File: src/common/reclose_pkg.sv
// Package for the automatic reclose sequencer: register map, field layout, timing and states.
// Assumes a 20 MHz clock and a 32-bit APB register bus with one aligned word per register.
package reclose_pkg;

  // Clock and time base; all programmable times count in units of one millisecond.
  localparam int unsigned CLK_PERIOD_NS = 50;
  localparam int unsigned TICK_TIME_NS  = 1000000;
  localparam int unsigned TICK_CYCLES   = TICK_TIME_NS / CLK_PERIOD_NS;

  // Widths.
  localparam int TIME_W  = 16;
  localparam int SHOT_W  = 4;
  localparam int ADDR_W  = 8;
  localparam int DATA_W  = 32;
  localparam int NUM_DT  = 4;

  // Largest number of reclose attempts a program may hold.
  localparam logic [SHOT_W-1:0] MAX_SHOTS = 4'h9;
  localparam logic [SHOT_W-1:0] LAST_DT   = 4'h3;

  // Register byte addresses.
  localparam logic [ADDR_W-1:0] CTRL_ADDR      = 8'h00;
  localparam logic [ADDR_W-1:0] STATUS_ADDR    = 8'h04;
  localparam logic [ADDR_W-1:0] IRQ_STAT_ADDR  = 8'h08;
  localparam logic [ADDR_W-1:0] IRQ_MASK_ADDR  = 8'h0C;
  localparam logic [ADDR_W-1:0] LIMITS_ADDR    = 8'h10;
  localparam logic [ADDR_W-1:0] RESTRAINT_ADDR = 8'h14;
  localparam logic [ADDR_W-1:0] CLOSE_MAX_ADDR = 8'h18;
  localparam logic [ADDR_W-1:0] BLOCK_T_ADDR   = 8'h1C;
  localparam logic [ADDR_W-1:0] ACTION_T_ADDR  = 8'h20;
  localparam logic [ADDR_W-1:0] DEAD_GND_ADDR  = 8'h40;
  localparam logic [ADDR_W-1:0] DEAD_PH_ADDR   = 8'h50;

  // Field positions.
  localparam int CTRL_ENABLE  = 0;
  localparam int CTRL_AUX_CB  = 1;
  localparam int LIM_GND_LSB  = 0;
  localparam int LIM_PH_LSB   = 4;
  localparam int IRQ_CLOSE    = 0;
  localparam int IRQ_SUCCESS  = 1;
  localparam int IRQ_BLOCK    = 2;
  localparam int IRQ_W        = 3;

  // Reset values.
  localparam logic [1:0]        CTRL_RST   = 2'h0;
  localparam logic [7:0]        LIMITS_RST = 8'h11;
  localparam logic [TIME_W-1:0] TIME_RST   = 16'h0064;

  // Sequencer states, Gray coded along ready, action, open wait, dead, restraint.
  typedef enum logic [2:0] {
    ST_READY   = 3'h0,
    ST_ACTION  = 3'h1,
    ST_OPEN    = 3'h3,
    ST_DEAD    = 3'h2,
    ST_RESTR   = 3'h6,
    ST_BLOCKED = 3'h7
  } seq_state_t;

endpackage : reclose_pkg

File: src/logic/ms_timer.sv
// One programmable down-counting timer stepped by the shared millisecond tick.
// Assumes tick is a one-cycle pulse in the clk domain and that ce freezes it.
`timescale 1ns/10ps
module ms_timer
  import reclose_pkg::*;
(
  input  wire logic              clk,
  input  wire logic              arst_n,
  input  wire logic              ce,
  input  wire logic              tick,
  input  wire logic              load,
  input  wire logic              stop,
  input  wire logic [TIME_W-1:0] value,
  output logic                   running,
  output logic                   expired
);

  logic [TIME_W-1:0] cnt_reg;

  // Load restarts the count; the last tick ends it with a one-cycle expiry pulse.
  always_ff @(posedge clk or negedge arst_n)
  begin
    if (!arst_n)
    begin
      cnt_reg <= '0;
      running <= 1'b0;
      expired <= 1'b0;
    end
    else if (ce)
    begin
      expired <= 1'b0;
      if (load)
      begin
        cnt_reg <= value;
        running <= 1'b1;
      end
      else if (stop)
        running <= 1'b0;
      else if (running && tick)
      begin
        if (cnt_reg <= TIME_W'(1))
        begin
          running <= 1'b0;
          expired <= 1'b1;
        end
        else
          cnt_reg <= cnt_reg - TIME_W'(1);
      end
    end
  end

endmodule : ms_timer

File: src/logic/reclose_seq.sv
// Three-pole multi-shot automatic reclose sequencer with APB registers and one interrupt.
// Assumes protection pickups, trips and breaker contacts are synchronous to clk.
//
// Summary of operation
// Ground program only when at most one phase, with or without ground, picked up.
// Phase program in all other cases, two or more phases, ground or not.
// Each program can also be started by its own external start input.
// Selection accumulates pickups only, ignores dropouts, until the breaker opens.
// Attempt limit set separately per program, at most nine.
// Four dead times per program; fifth and later attempts reuse the fourth.
// After trip and breaker opening run dead time, then close and start restraint.
// New fault during restraint with no shot left enters dynamic blocking.
// Breaker open from auxiliary contact if configured, else general pickup dropout.
// Restraint expiry without new fault returns to ready.
// Unsuccessful attempt restarts cycle with next dead time until limit reached.
// Final trip after last allowed attempt enters dynamic blocking, no close.
// Close command limited to a maximum time, withdrawn at once on new trip.
// Restraint is extended while the close command still runs.
// Starter pickup during restraint extends the restraint time.
// Starter trip within action time starts program; later trip during pickup blocks.
// Blocking timer restarts on expiry while a blocking condition persists.
// Shot counter counts close commands, indexes dead times, clears at ready.
//
// The placing of the registers and the APB interface to the registers are this design's own decisions.
`timescale 1ns/10ps
module reclose_seq
  import reclose_pkg::*;
#(
  parameter int unsigned TICK_DIV = TICK_CYCLES
)
(
  input  wire logic              clk,
  input  wire logic              arst_n,
  input  wire logic              ce,
  input  wire logic              psel,
  input  wire logic              penable,
  input  wire logic              pwrite,
  input  wire logic [ADDR_W-1:0] paddr,
  input  wire logic [DATA_W-1:0] pwdata,
  output logic [DATA_W-1:0]      prdata,
  output logic                   pready,
  output logic                   pslverr,
  input  wire logic [2:0]        phase_pickup,
  input  wire logic              ground_pickup,
  input  wire logic              general_pickup,
  input  wire logic              starter_trip,
  input  wire logic              any_trip,
  input  wire logic              ext_start_ground,
  input  wire logic              ext_start_phase,
  input  wire logic              cb_aux_closed,
  output logic                   close_cmd,
  output logic                   dyn_block,
  output logic                   ground_program,
  output logic                   irq
);

  seq_state_t state_reg;
  logic [1:0]              ctrl_reg;
  logic [7:0]              limits_reg;
  logic [TIME_W-1:0]       restraint_reg, close_max_reg, block_t_reg, action_t_reg;
  logic [TIME_W-1:0]       dead_reg [2][NUM_DT];
  logic [IRQ_W-1:0]        irq_stat_reg, irq_mask_reg;
  logic [SHOT_W-1:0]       shot_reg;
  logic [2:0]              phase_seen_reg;
  logic                    ext_phase_reg, action_over_reg;
  logic [15:0]             tick_cnt_reg;
  logic                    tick;

  // Bus decode.
  logic       acc, wr, rd, mapped, dead_hit;
  logic       dead_prog;
  logic [1:0] dead_sel;
  assign pready    = ce;
  assign acc       = psel && penable && ce;
  assign wr        = acc && pwrite && mapped;
  assign rd        = acc && !pwrite && mapped;
  assign dead_hit  = (paddr[ADDR_W-1:5] == DEAD_GND_ADDR[ADDR_W-1:5]) && (paddr[1:0] == 2'h0);
  assign dead_prog = paddr[4];
  assign dead_sel  = paddr[3:2];
  assign mapped    = dead_hit || paddr inside {CTRL_ADDR, STATUS_ADDR, IRQ_STAT_ADDR, IRQ_MASK_ADDR,
                     LIMITS_ADDR, RESTRAINT_ADDR, CLOSE_MAX_ADDR, BLOCK_T_ADDR, ACTION_T_ADDR};
  assign pslverr   = acc && !mapped;

  // Millisecond tick prescaler shared by all timers.
  always_ff @(posedge clk or negedge arst_n)
  begin
    if (!arst_n)
      tick_cnt_reg <= '0;
    else if (ce)
      tick_cnt_reg <= (tick_cnt_reg == 16'(TICK_DIV - 1)) ? '0 : tick_cnt_reg + 16'h0001;
  end
  assign tick = (tick_cnt_reg == 16'(TICK_DIV - 1));

  // Derived conditions.
  logic [SHOT_W-1:0] limit_gnd, limit_ph, limit_sel, dead_idx;
  logic [1:0]        phase_count;
  logic              cb_open, starter_pu, pickup_any, enable, ground_sel;
  assign enable      = ctrl_reg[CTRL_ENABLE];
  assign limit_gnd   = (limits_reg[LIM_GND_LSB +: SHOT_W] > MAX_SHOTS) ? MAX_SHOTS
                       : limits_reg[LIM_GND_LSB +: SHOT_W];
  assign limit_ph    = (limits_reg[LIM_PH_LSB +: SHOT_W] > MAX_SHOTS) ? MAX_SHOTS
                       : limits_reg[LIM_PH_LSB +: SHOT_W];
  assign limit_sel   = ground_program ? limit_gnd : limit_ph;
  assign dead_idx    = (shot_reg > LAST_DT) ? LAST_DT : shot_reg;
  assign phase_count = 2'(phase_seen_reg[0]) + 2'(phase_seen_reg[1]) + 2'(phase_seen_reg[2]);
  assign ground_sel  = (phase_count <= 2'h1) && !ext_phase_reg;
  assign cb_open     = ctrl_reg[CTRL_AUX_CB] ? !cb_aux_closed : !general_pickup;
  assign pickup_any  = (|phase_pickup) || ground_pickup;
  assign starter_pu  = pickup_any || ext_start_ground || ext_start_phase;

  // Timers.
  logic act_ld, act_run, act_exp, dead_ld, dead_exp, res_ld, res_run, res_exp;
  logic cls_run, cls_exp, blk_ld, blk_exp, any_stop;
  logic [TIME_W-1:0] dead_val;
  assign dead_val = dead_reg[ground_sel ? 0 : 1][dead_idx[1:0]];
  assign any_stop = !enable;

  ms_timer u_action (.clk(clk), .arst_n(arst_n), .ce(ce), .tick(tick), .load(act_ld), .stop(any_stop),
                     .value(action_t_reg), .running(act_run), .expired(act_exp));
  ms_timer u_dead   (.clk(clk), .arst_n(arst_n), .ce(ce), .tick(tick), .load(dead_ld), .stop(any_stop),
                     .value(dead_val), .running(), .expired(dead_exp));
  ms_timer u_restr  (.clk(clk), .arst_n(arst_n), .ce(ce), .tick(tick), .load(res_ld), .stop(any_stop),
                     .value(restraint_reg), .running(res_run), .expired(res_exp));
  ms_timer u_close  (.clk(clk), .arst_n(arst_n), .ce(ce), .tick(tick), .load(dead_exp), .stop(any_stop),
                     .value(close_max_reg), .running(cls_run), .expired(cls_exp));
  ms_timer u_block  (.clk(clk), .arst_n(arst_n), .ce(ce), .tick(tick), .load(blk_ld), .stop(any_stop),
                     .value(block_t_reg), .running(), .expired(blk_exp));

  // Sequencer transitions.
  seq_state_t state_next;
  logic       block_cond, restr_done, final_fault, next_fault;
  assign block_cond  = general_pickup || any_trip;
  assign restr_done  = (res_exp && !cls_run) || (state_reg == ST_RESTR && !res_run && !res_ld && cls_exp);
  assign next_fault  = starter_trip && (shot_reg < limit_sel);
  assign final_fault = starter_trip && (shot_reg >= limit_sel);

  always_comb
  begin
    state_next = state_reg;
    act_ld     = 1'b0;
    dead_ld    = 1'b0;
    res_ld     = 1'b0;
    blk_ld     = 1'b0;
    unique case (state_reg)
      ST_READY:
        if (enable && (ext_start_ground || ext_start_phase))
          state_next = ST_OPEN;
        else if (enable && pickup_any)
        begin
          state_next = ST_ACTION;
          act_ld     = 1'b1;
        end
      ST_ACTION:
        if (starter_trip && (act_run || act_ld))
          state_next = ST_OPEN;
        else if (starter_trip && general_pickup)
          state_next = ST_BLOCKED;
        else if (!general_pickup && !pickup_any)
          state_next = ST_READY;
      ST_OPEN:
        if (cb_open)
        begin
          state_next = ST_DEAD;
          dead_ld    = 1'b1;
        end
      ST_DEAD:
        if (dead_exp)
        begin
          state_next = ST_RESTR;
          res_ld     = 1'b1;
        end
      ST_RESTR:
        if (next_fault)
          state_next = ST_OPEN;
        else if (final_fault)
          state_next = ST_BLOCKED;
        else if (starter_pu)
          res_ld = 1'b1;
        else if (res_exp && cls_run)
          res_ld = 1'b0;
        else if (restr_done)
          state_next = ST_READY;
      ST_BLOCKED:
        if (blk_exp && !block_cond)
          state_next = ST_READY;
        else if (blk_exp)
          blk_ld = 1'b1;
      default:
        state_next = ST_READY;
    endcase
    if (state_next == ST_BLOCKED && state_reg != ST_BLOCKED)
      blk_ld = 1'b1;
    if (!enable)
      state_next = ST_READY;
  end

  // State register.
  always_ff @(posedge clk or negedge arst_n)
  begin
    if (!arst_n)
      state_reg <= ST_READY;
    else if (ce)
      state_reg <= state_next;
  end

  // Shot counter: one step per close command, cleared whenever the sequence is ready.
  always_ff @(posedge clk or negedge arst_n)
  begin
    if (!arst_n)
      shot_reg <= '0;
    else if (ce)
    begin
      if (state_next == ST_READY)
        shot_reg <= '0;
      else if (state_reg == ST_DEAD && dead_exp)
        shot_reg <= shot_reg + SHOT_W'(1);
    end
  end

  // Program selection accumulates only elements seen picked up until the breaker opens.
  always_ff @(posedge clk or negedge arst_n)
  begin
    if (!arst_n)
    begin
      phase_seen_reg <= '0;
      ext_phase_reg  <= 1'b0;
      ground_program <= 1'b0;
    end
    else if (ce)
    begin
      if (state_reg == ST_READY && state_next == ST_READY)
      begin
        phase_seen_reg <= '0;
        ext_phase_reg  <= 1'b0;
      end
      else if (state_reg inside {ST_READY, ST_ACTION, ST_OPEN} && !(state_reg == ST_OPEN && cb_open))
      begin
        phase_seen_reg <= phase_seen_reg | phase_pickup;
        ext_phase_reg  <= ext_phase_reg | ext_start_phase;
      end
      if (state_reg == ST_OPEN && cb_open)
        ground_program <= ground_sel;
    end
  end

  // Close command: raised as the dead time ends, dropped at its time limit or on any trip.
  always_ff @(posedge clk or negedge arst_n)
  begin
    if (!arst_n)
      close_cmd <= 1'b0;
    else if (ce)
    begin
      if (state_reg == ST_DEAD && dead_exp)
        close_cmd <= 1'b1;
      else if (any_trip || cls_exp || !enable)
        close_cmd <= 1'b0;
    end
  end

  // Dynamic blocking flag follows the blocked state.
  always_ff @(posedge clk or negedge arst_n)
  begin
    if (!arst_n)
      dyn_block <= 1'b0;
    else if (ce)
      dyn_block <= (state_next == ST_BLOCKED);
  end

  // Configuration registers written over APB.
  always_ff @(posedge clk or negedge arst_n)
  begin
    if (!arst_n)
    begin
      ctrl_reg      <= CTRL_RST;
      limits_reg    <= LIMITS_RST;
      restraint_reg <= TIME_RST;
      close_max_reg <= TIME_RST;
      block_t_reg   <= TIME_RST;
      action_t_reg  <= TIME_RST;
      irq_mask_reg  <= '0;
      for (int p = 0; p < 2; p++)
        for (int i = 0; i < NUM_DT; i++)
          dead_reg[p][i] <= TIME_RST;
    end
    else if (wr)
    begin
      if (dead_hit)
        dead_reg[dead_prog][dead_sel] <= pwdata[TIME_W-1:0];
      else
        unique case (paddr)
          CTRL_ADDR:      ctrl_reg      <= pwdata[1:0];
          IRQ_MASK_ADDR:  irq_mask_reg  <= pwdata[IRQ_W-1:0];
          LIMITS_ADDR:    limits_reg    <= pwdata[7:0];
          RESTRAINT_ADDR: restraint_reg <= pwdata[TIME_W-1:0];
          CLOSE_MAX_ADDR: close_max_reg <= pwdata[TIME_W-1:0];
          BLOCK_T_ADDR:   block_t_reg   <= pwdata[TIME_W-1:0];
          ACTION_T_ADDR:  action_t_reg  <= pwdata[TIME_W-1:0];
          default:        ;
        endcase
    end
  end

  // Sticky events; an interrupt status read clears the bits it returned, but an event in the same cycle survives.
  logic [IRQ_W-1:0] irq_evt;
  assign irq_evt[IRQ_CLOSE]   = ce && state_reg == ST_DEAD && dead_exp;
  assign irq_evt[IRQ_SUCCESS] = ce && state_reg == ST_RESTR && state_next == ST_READY;
  assign irq_evt[IRQ_BLOCK]   = ce && state_reg != ST_BLOCKED && state_next == ST_BLOCKED;
  always_ff @(posedge clk or negedge arst_n)
  begin
    if (!arst_n)
      irq_stat_reg <= '0;
    else
      irq_stat_reg <= ((rd && paddr == IRQ_STAT_ADDR) ? (irq_stat_reg & ~prdata[IRQ_W-1:0]) : irq_stat_reg) | irq_evt;
  end
  assign irq = |(irq_stat_reg & irq_mask_reg);

  // Read data is registered in the setup cycle so that it stands through the access phase.
  logic [DATA_W-1:0] rdata;
  always_comb
  begin
    rdata = '0;
    if (dead_hit)
      rdata[TIME_W-1:0] = dead_reg[dead_prog][dead_sel];
    else
      unique case (paddr)
        CTRL_ADDR:      rdata[1:0] = ctrl_reg;
        STATUS_ADDR:    rdata[11:0] = {dyn_block, close_cmd, ground_program, shot_reg, 2'h0, state_reg};
        IRQ_STAT_ADDR:  rdata[IRQ_W-1:0] = irq_stat_reg;
        IRQ_MASK_ADDR:  rdata[IRQ_W-1:0] = irq_mask_reg;
        LIMITS_ADDR:    rdata[7:0] = limits_reg;
        RESTRAINT_ADDR: rdata[TIME_W-1:0] = restraint_reg;
        CLOSE_MAX_ADDR: rdata[TIME_W-1:0] = close_max_reg;
        BLOCK_T_ADDR:   rdata[TIME_W-1:0] = block_t_reg;
        ACTION_T_ADDR:  rdata[TIME_W-1:0] = action_t_reg;
        default:        rdata = '0;
      endcase
  end
  always_ff @(posedge clk or negedge arst_n)
  begin
    if (!arst_n)
      prdata <= '0;
    else if (ce && psel && !penable && !pwrite && mapped)
      prdata <= rdata;
  end
endmodule : reclose_seq

File: config.mk
export PLATFORM = sky130hd
export DESIGN_NAME = reclose_seq
export DESIGN_NICKNAME = d
export VERILOG_FILES = /design/src/common/reclose_pkg.sv /design/src/logic/ms_timer.sv /design/src/logic/reclose_seq.sv
export SDC_FILE = /design/constraint.sdc
export NUM_CORES = 1
export LEC_CHECK = 0
export BUFFER_PORTS_ARGS = -buffer_cell sky130_fd_sc_hd__buf_4
export CORE_ASPECT_RATIO = 1.75
export CORE_MARGIN = 5
export CORE_UTILIZATION = 58
export DETAILED_ROUTE_END_ITERATION = 12
export PLACE_DENSITY = 0.79
export SLEW_MARGIN = 10
export SYNTH_ARGS = -nofsm -noshare
export SYNTH_HDL_FRONTEND = slang
export SYNTH_SLANG_ARGS = --single-unit
File: constraint.sdc
create_clock -name clk -period 3.75 [get_ports clk]
set_input_delay 0.375 -clock clk [delete_from_list [all_inputs] [get_ports clk]]
set_output_delay 0.375 -clock clk [all_outputs]
set_load 0.01 [all_outputs]
==> impl_metrics.ini <==
[outcome]
status = finished clean

[worst_setup_path]
ff2ff_path_depth = 12
path_buf_inv = 2
path_cells = nor2_1 -> a32oi_1 -> ha_1 -> nor2b_1 -> o211ai_1 -> nand4b_1 -> a211oi_2 -> buf_4 -> o22ai_2 -> buf_4 -> or3_1 -> o211ai_1
crit_family = compound AO/OA/AOI/OAI gates
cp-end-kind = flip-flop
worstPathArrival_ps = 3580
max_stage_delay_ps = 570
crit_path_top_delay_cell = dfrtp_1
critPathKind = reg2reg
crit_cells = 12
crit_fanout = 17
required_ps = 4260
cp-start-kind = flip-flop

[cts]
cts_root_buf = clkbuf_16
numCtsBuffers = 30
cts_tree = yes
cts.sinks = 343
htree_levels = 1
cts.path.max_buffers = 3
post_cts_resize_count = 0
insertion_delay_ps = 590
path_clk_slew_ps = 70

[drt]
avgRoutedWirePerCell_um = 24.7
post_drt_via_cell_ratio = 6.68
antenna_left = 0
drc = 0
wl_met2_um = 26500
dr.max_layer_used = met4
vias = 14100
drtIter0Drc = 1271
wl_met1_um = 18500
met3_length_um = 2950
wl_um = 52100
first_pass_iters = 5

[floorplan]
pin_count = 94
die-height_um = 246
die_area_mm2 = 0.0358
std_cell_rows = 86
start_util_pct = 58.8
core_mm2 = 0.0315
die_w_um = 145

[worst_hold_path]
hold_class = in2reg
hold_path_depth = 3

[final_layout]
nFillCells = 2400
seq_area_mm2 = 0.00863
layout.nets = 1761
layout_commonest_cell = dfrtp_1
layout-drive-gt1-share_pct = 30.3
stdcell_count = 2108
syn_to_final_growth_pct = 10.9
multiInputGateArea_mm2 = 0.00928
antenna_cells = 0
largest_reg_flops = 128
final_cell_mix = dfrtp_1 (305), mux2_2 (223), o21ai_0 (123)

[synth]
synthArstFlopShare_pct = 100
avgSynthCellArea_um2 = 11.2
synth.area.top_cells = dfrtp_1 (41%), mux2_2 (14%), mux4_2 (7.9%), dfstp_2 (5.4%), o21ai_0 (3.3%)
yosysSeqAreaShare_pct = 46.6
synth_area_mm2 = 0.0185
yosysWarnings = 0
synth_seq_cells = 343
yosys_most_used_dff = dfrtp_1
synth_top_area_share_pct = 41.2
synth_cell_types = 79
yosysTopAreaCell = dfrtp_1
synth_edf_count = 0
syn_inst = 1652

[power]
vdd_ir_drop_max_mv = 0.456
leakagePower_nw = 9.22
powerDensity_mw_per_mm2 = 473

[global_routing]
grt_pass1_vias = 14300
grt_util_all_layers_pct = 28.7
antenna_found_initial = 0
grt_max_degree = 112
overflow = 0
grt_pass1_wl_um = 81600

[place]
gp_congestion = 0.962
place_ws_ps = 690
io_buffer_count = 61
dp_cells = 2051
place_hpwl_um = 37100

[sta]
fmax_mhz = 326
max_slew.worst_pin.slew_ps = 1080
setup_ws_ps = 680
drv_slew = 0
setup_viol = 0
relSlewSlack_pct = 28.0
fin_crit_sh_pct = 81.9
finalCriticalPeriod_ps = 3070
hold_viol_final = 0
rsz0062_at_grt = no
fin_skew_ps = 24.2
tns_ps = 0

[flow_run]
drv_cap = 0
power breakdown:
part | leakage, nW | switching [W] | internal, W | total (W)
clock | 0.539 | 0.00145 | 0.00200 | 0.00345
sequential | 4.47 | 0.000413 | 0.00402 | 0.00443
combinational | 4.21 | 0.00112 | 0.000712 | 0.00183
stage by stage:
step                      total power, W  area (µm²)  util [%]  hold slack, ps
after floorplan                  0.00567       18600         -            79.4
after global placement           0.00620       19400      61.6             467
after detailed placement         0.00629       19400      61.6             475
after CTS                        0.00973       20500      65.2            41.7
after global routing              0.0101       20500      65.2            72.6
final                            0.00972       20500      65.2            62.9
cell type report:
cell class              count  share of cell area (%)
inverters                  46                   0.841
flip-flops and latches    343                    42.0
multi-input cells        1159                    45.2
well taps                 396                    2.41
clock buffers              38                    4.09
clock inverters            18                    1.26
repair buffers            108                    4.18
cells in the mapped netlist (all sizes together), types with 7 or more instances:
library cell,n
a21oi,75
a222oi,9
a22o,15
a22oi,28
a32oi,9
and2,7
and3,17
buf,46
clkbuf,73
dfrtp,305
dfstp,38
ha,17
inv,46
mux2,223
mux2i,54
mux4,65
nand2,117
nand3,39
nand4,14
nor2,97
nor2b,7
nor3,45
nor4,18
o21ai,128
o22ai,25
o2bb2ai,12
o32ai,9
or3,12
or4,11
xnor2,7
xor2,7
final timing paths:
kind,from,endpoint,slack (ps)
max,ground_program$_DFFE_PN0P_,u_block.cnt_reg[0]$_DFFE_PN0P_,680
min,phase_pickup[2],phase_seen_reg[2]$_DFFE_PN0P_,60
max reg2reg,ground_program$_DFFE_PN0P_,u_block.cnt_reg[0]$_DFFE_PN0P_,680
min reg2reg,prdata[7]$_DFFE_PN0P_,prdata[7]$_DFFE_PN0P_,490
max in group asynchronous,arst_n,dead_reg[34]$_DFFE_PN1P_,2250
min in group asynchronous,arst_n,dead_reg[62]$_DFFE_PN0P_,410
cell families (layout without fill, tap and decap cells):
| kind of cell | after synthesis | in the layout | synth area share [%] |
|---|---|---|---|
| AOI/OAI and AO/OA | 353 | 353 | 12.1 |
| xor gates and xnor gates | 14 | 14 | 0.662 |
| adders and majority gates | 17 | 17 | 1.15 |
| buffers and inverters | 165 | 210 | 3.92 |
| DFF | 343 | 343 | 46.6 |
| muxes | 342 | 342 | 24.4 |
| other | 1 | 16 | 0.0202 |
| and+or+nand+nor | 417 | 417 | 11.2 |
per-layer routing:
layer | global-route usage, % | vias up
met4 | 19.4 | 0
met2 | 50.2 | 609
met3 | 3.28 | 179
met1 | 33.1 | 7079
li1 | - | 6218
met5 | 0 | -
worst reg2reg max path: stages (launching register included):
cell	delay [ps]
dfrtp_1	570
nor2_1	100
a32oi_1	180
ha_1	250
nor2b_1	130
o211ai_1	160
nand4b_1	250
a211oi_2	280
buf_4	170
o22ai_2	190
buf_4	280
or3_1	360
o211ai_1	100
timing repair:
| action | CTS | global route |
|---|---|---|
| buffers inserted | 0 | 0 |
| hold buffers | 1 | 0 |
| endpoints found under the hold margin | 104 | 0 |
Power figures use the tool's default switching activity.
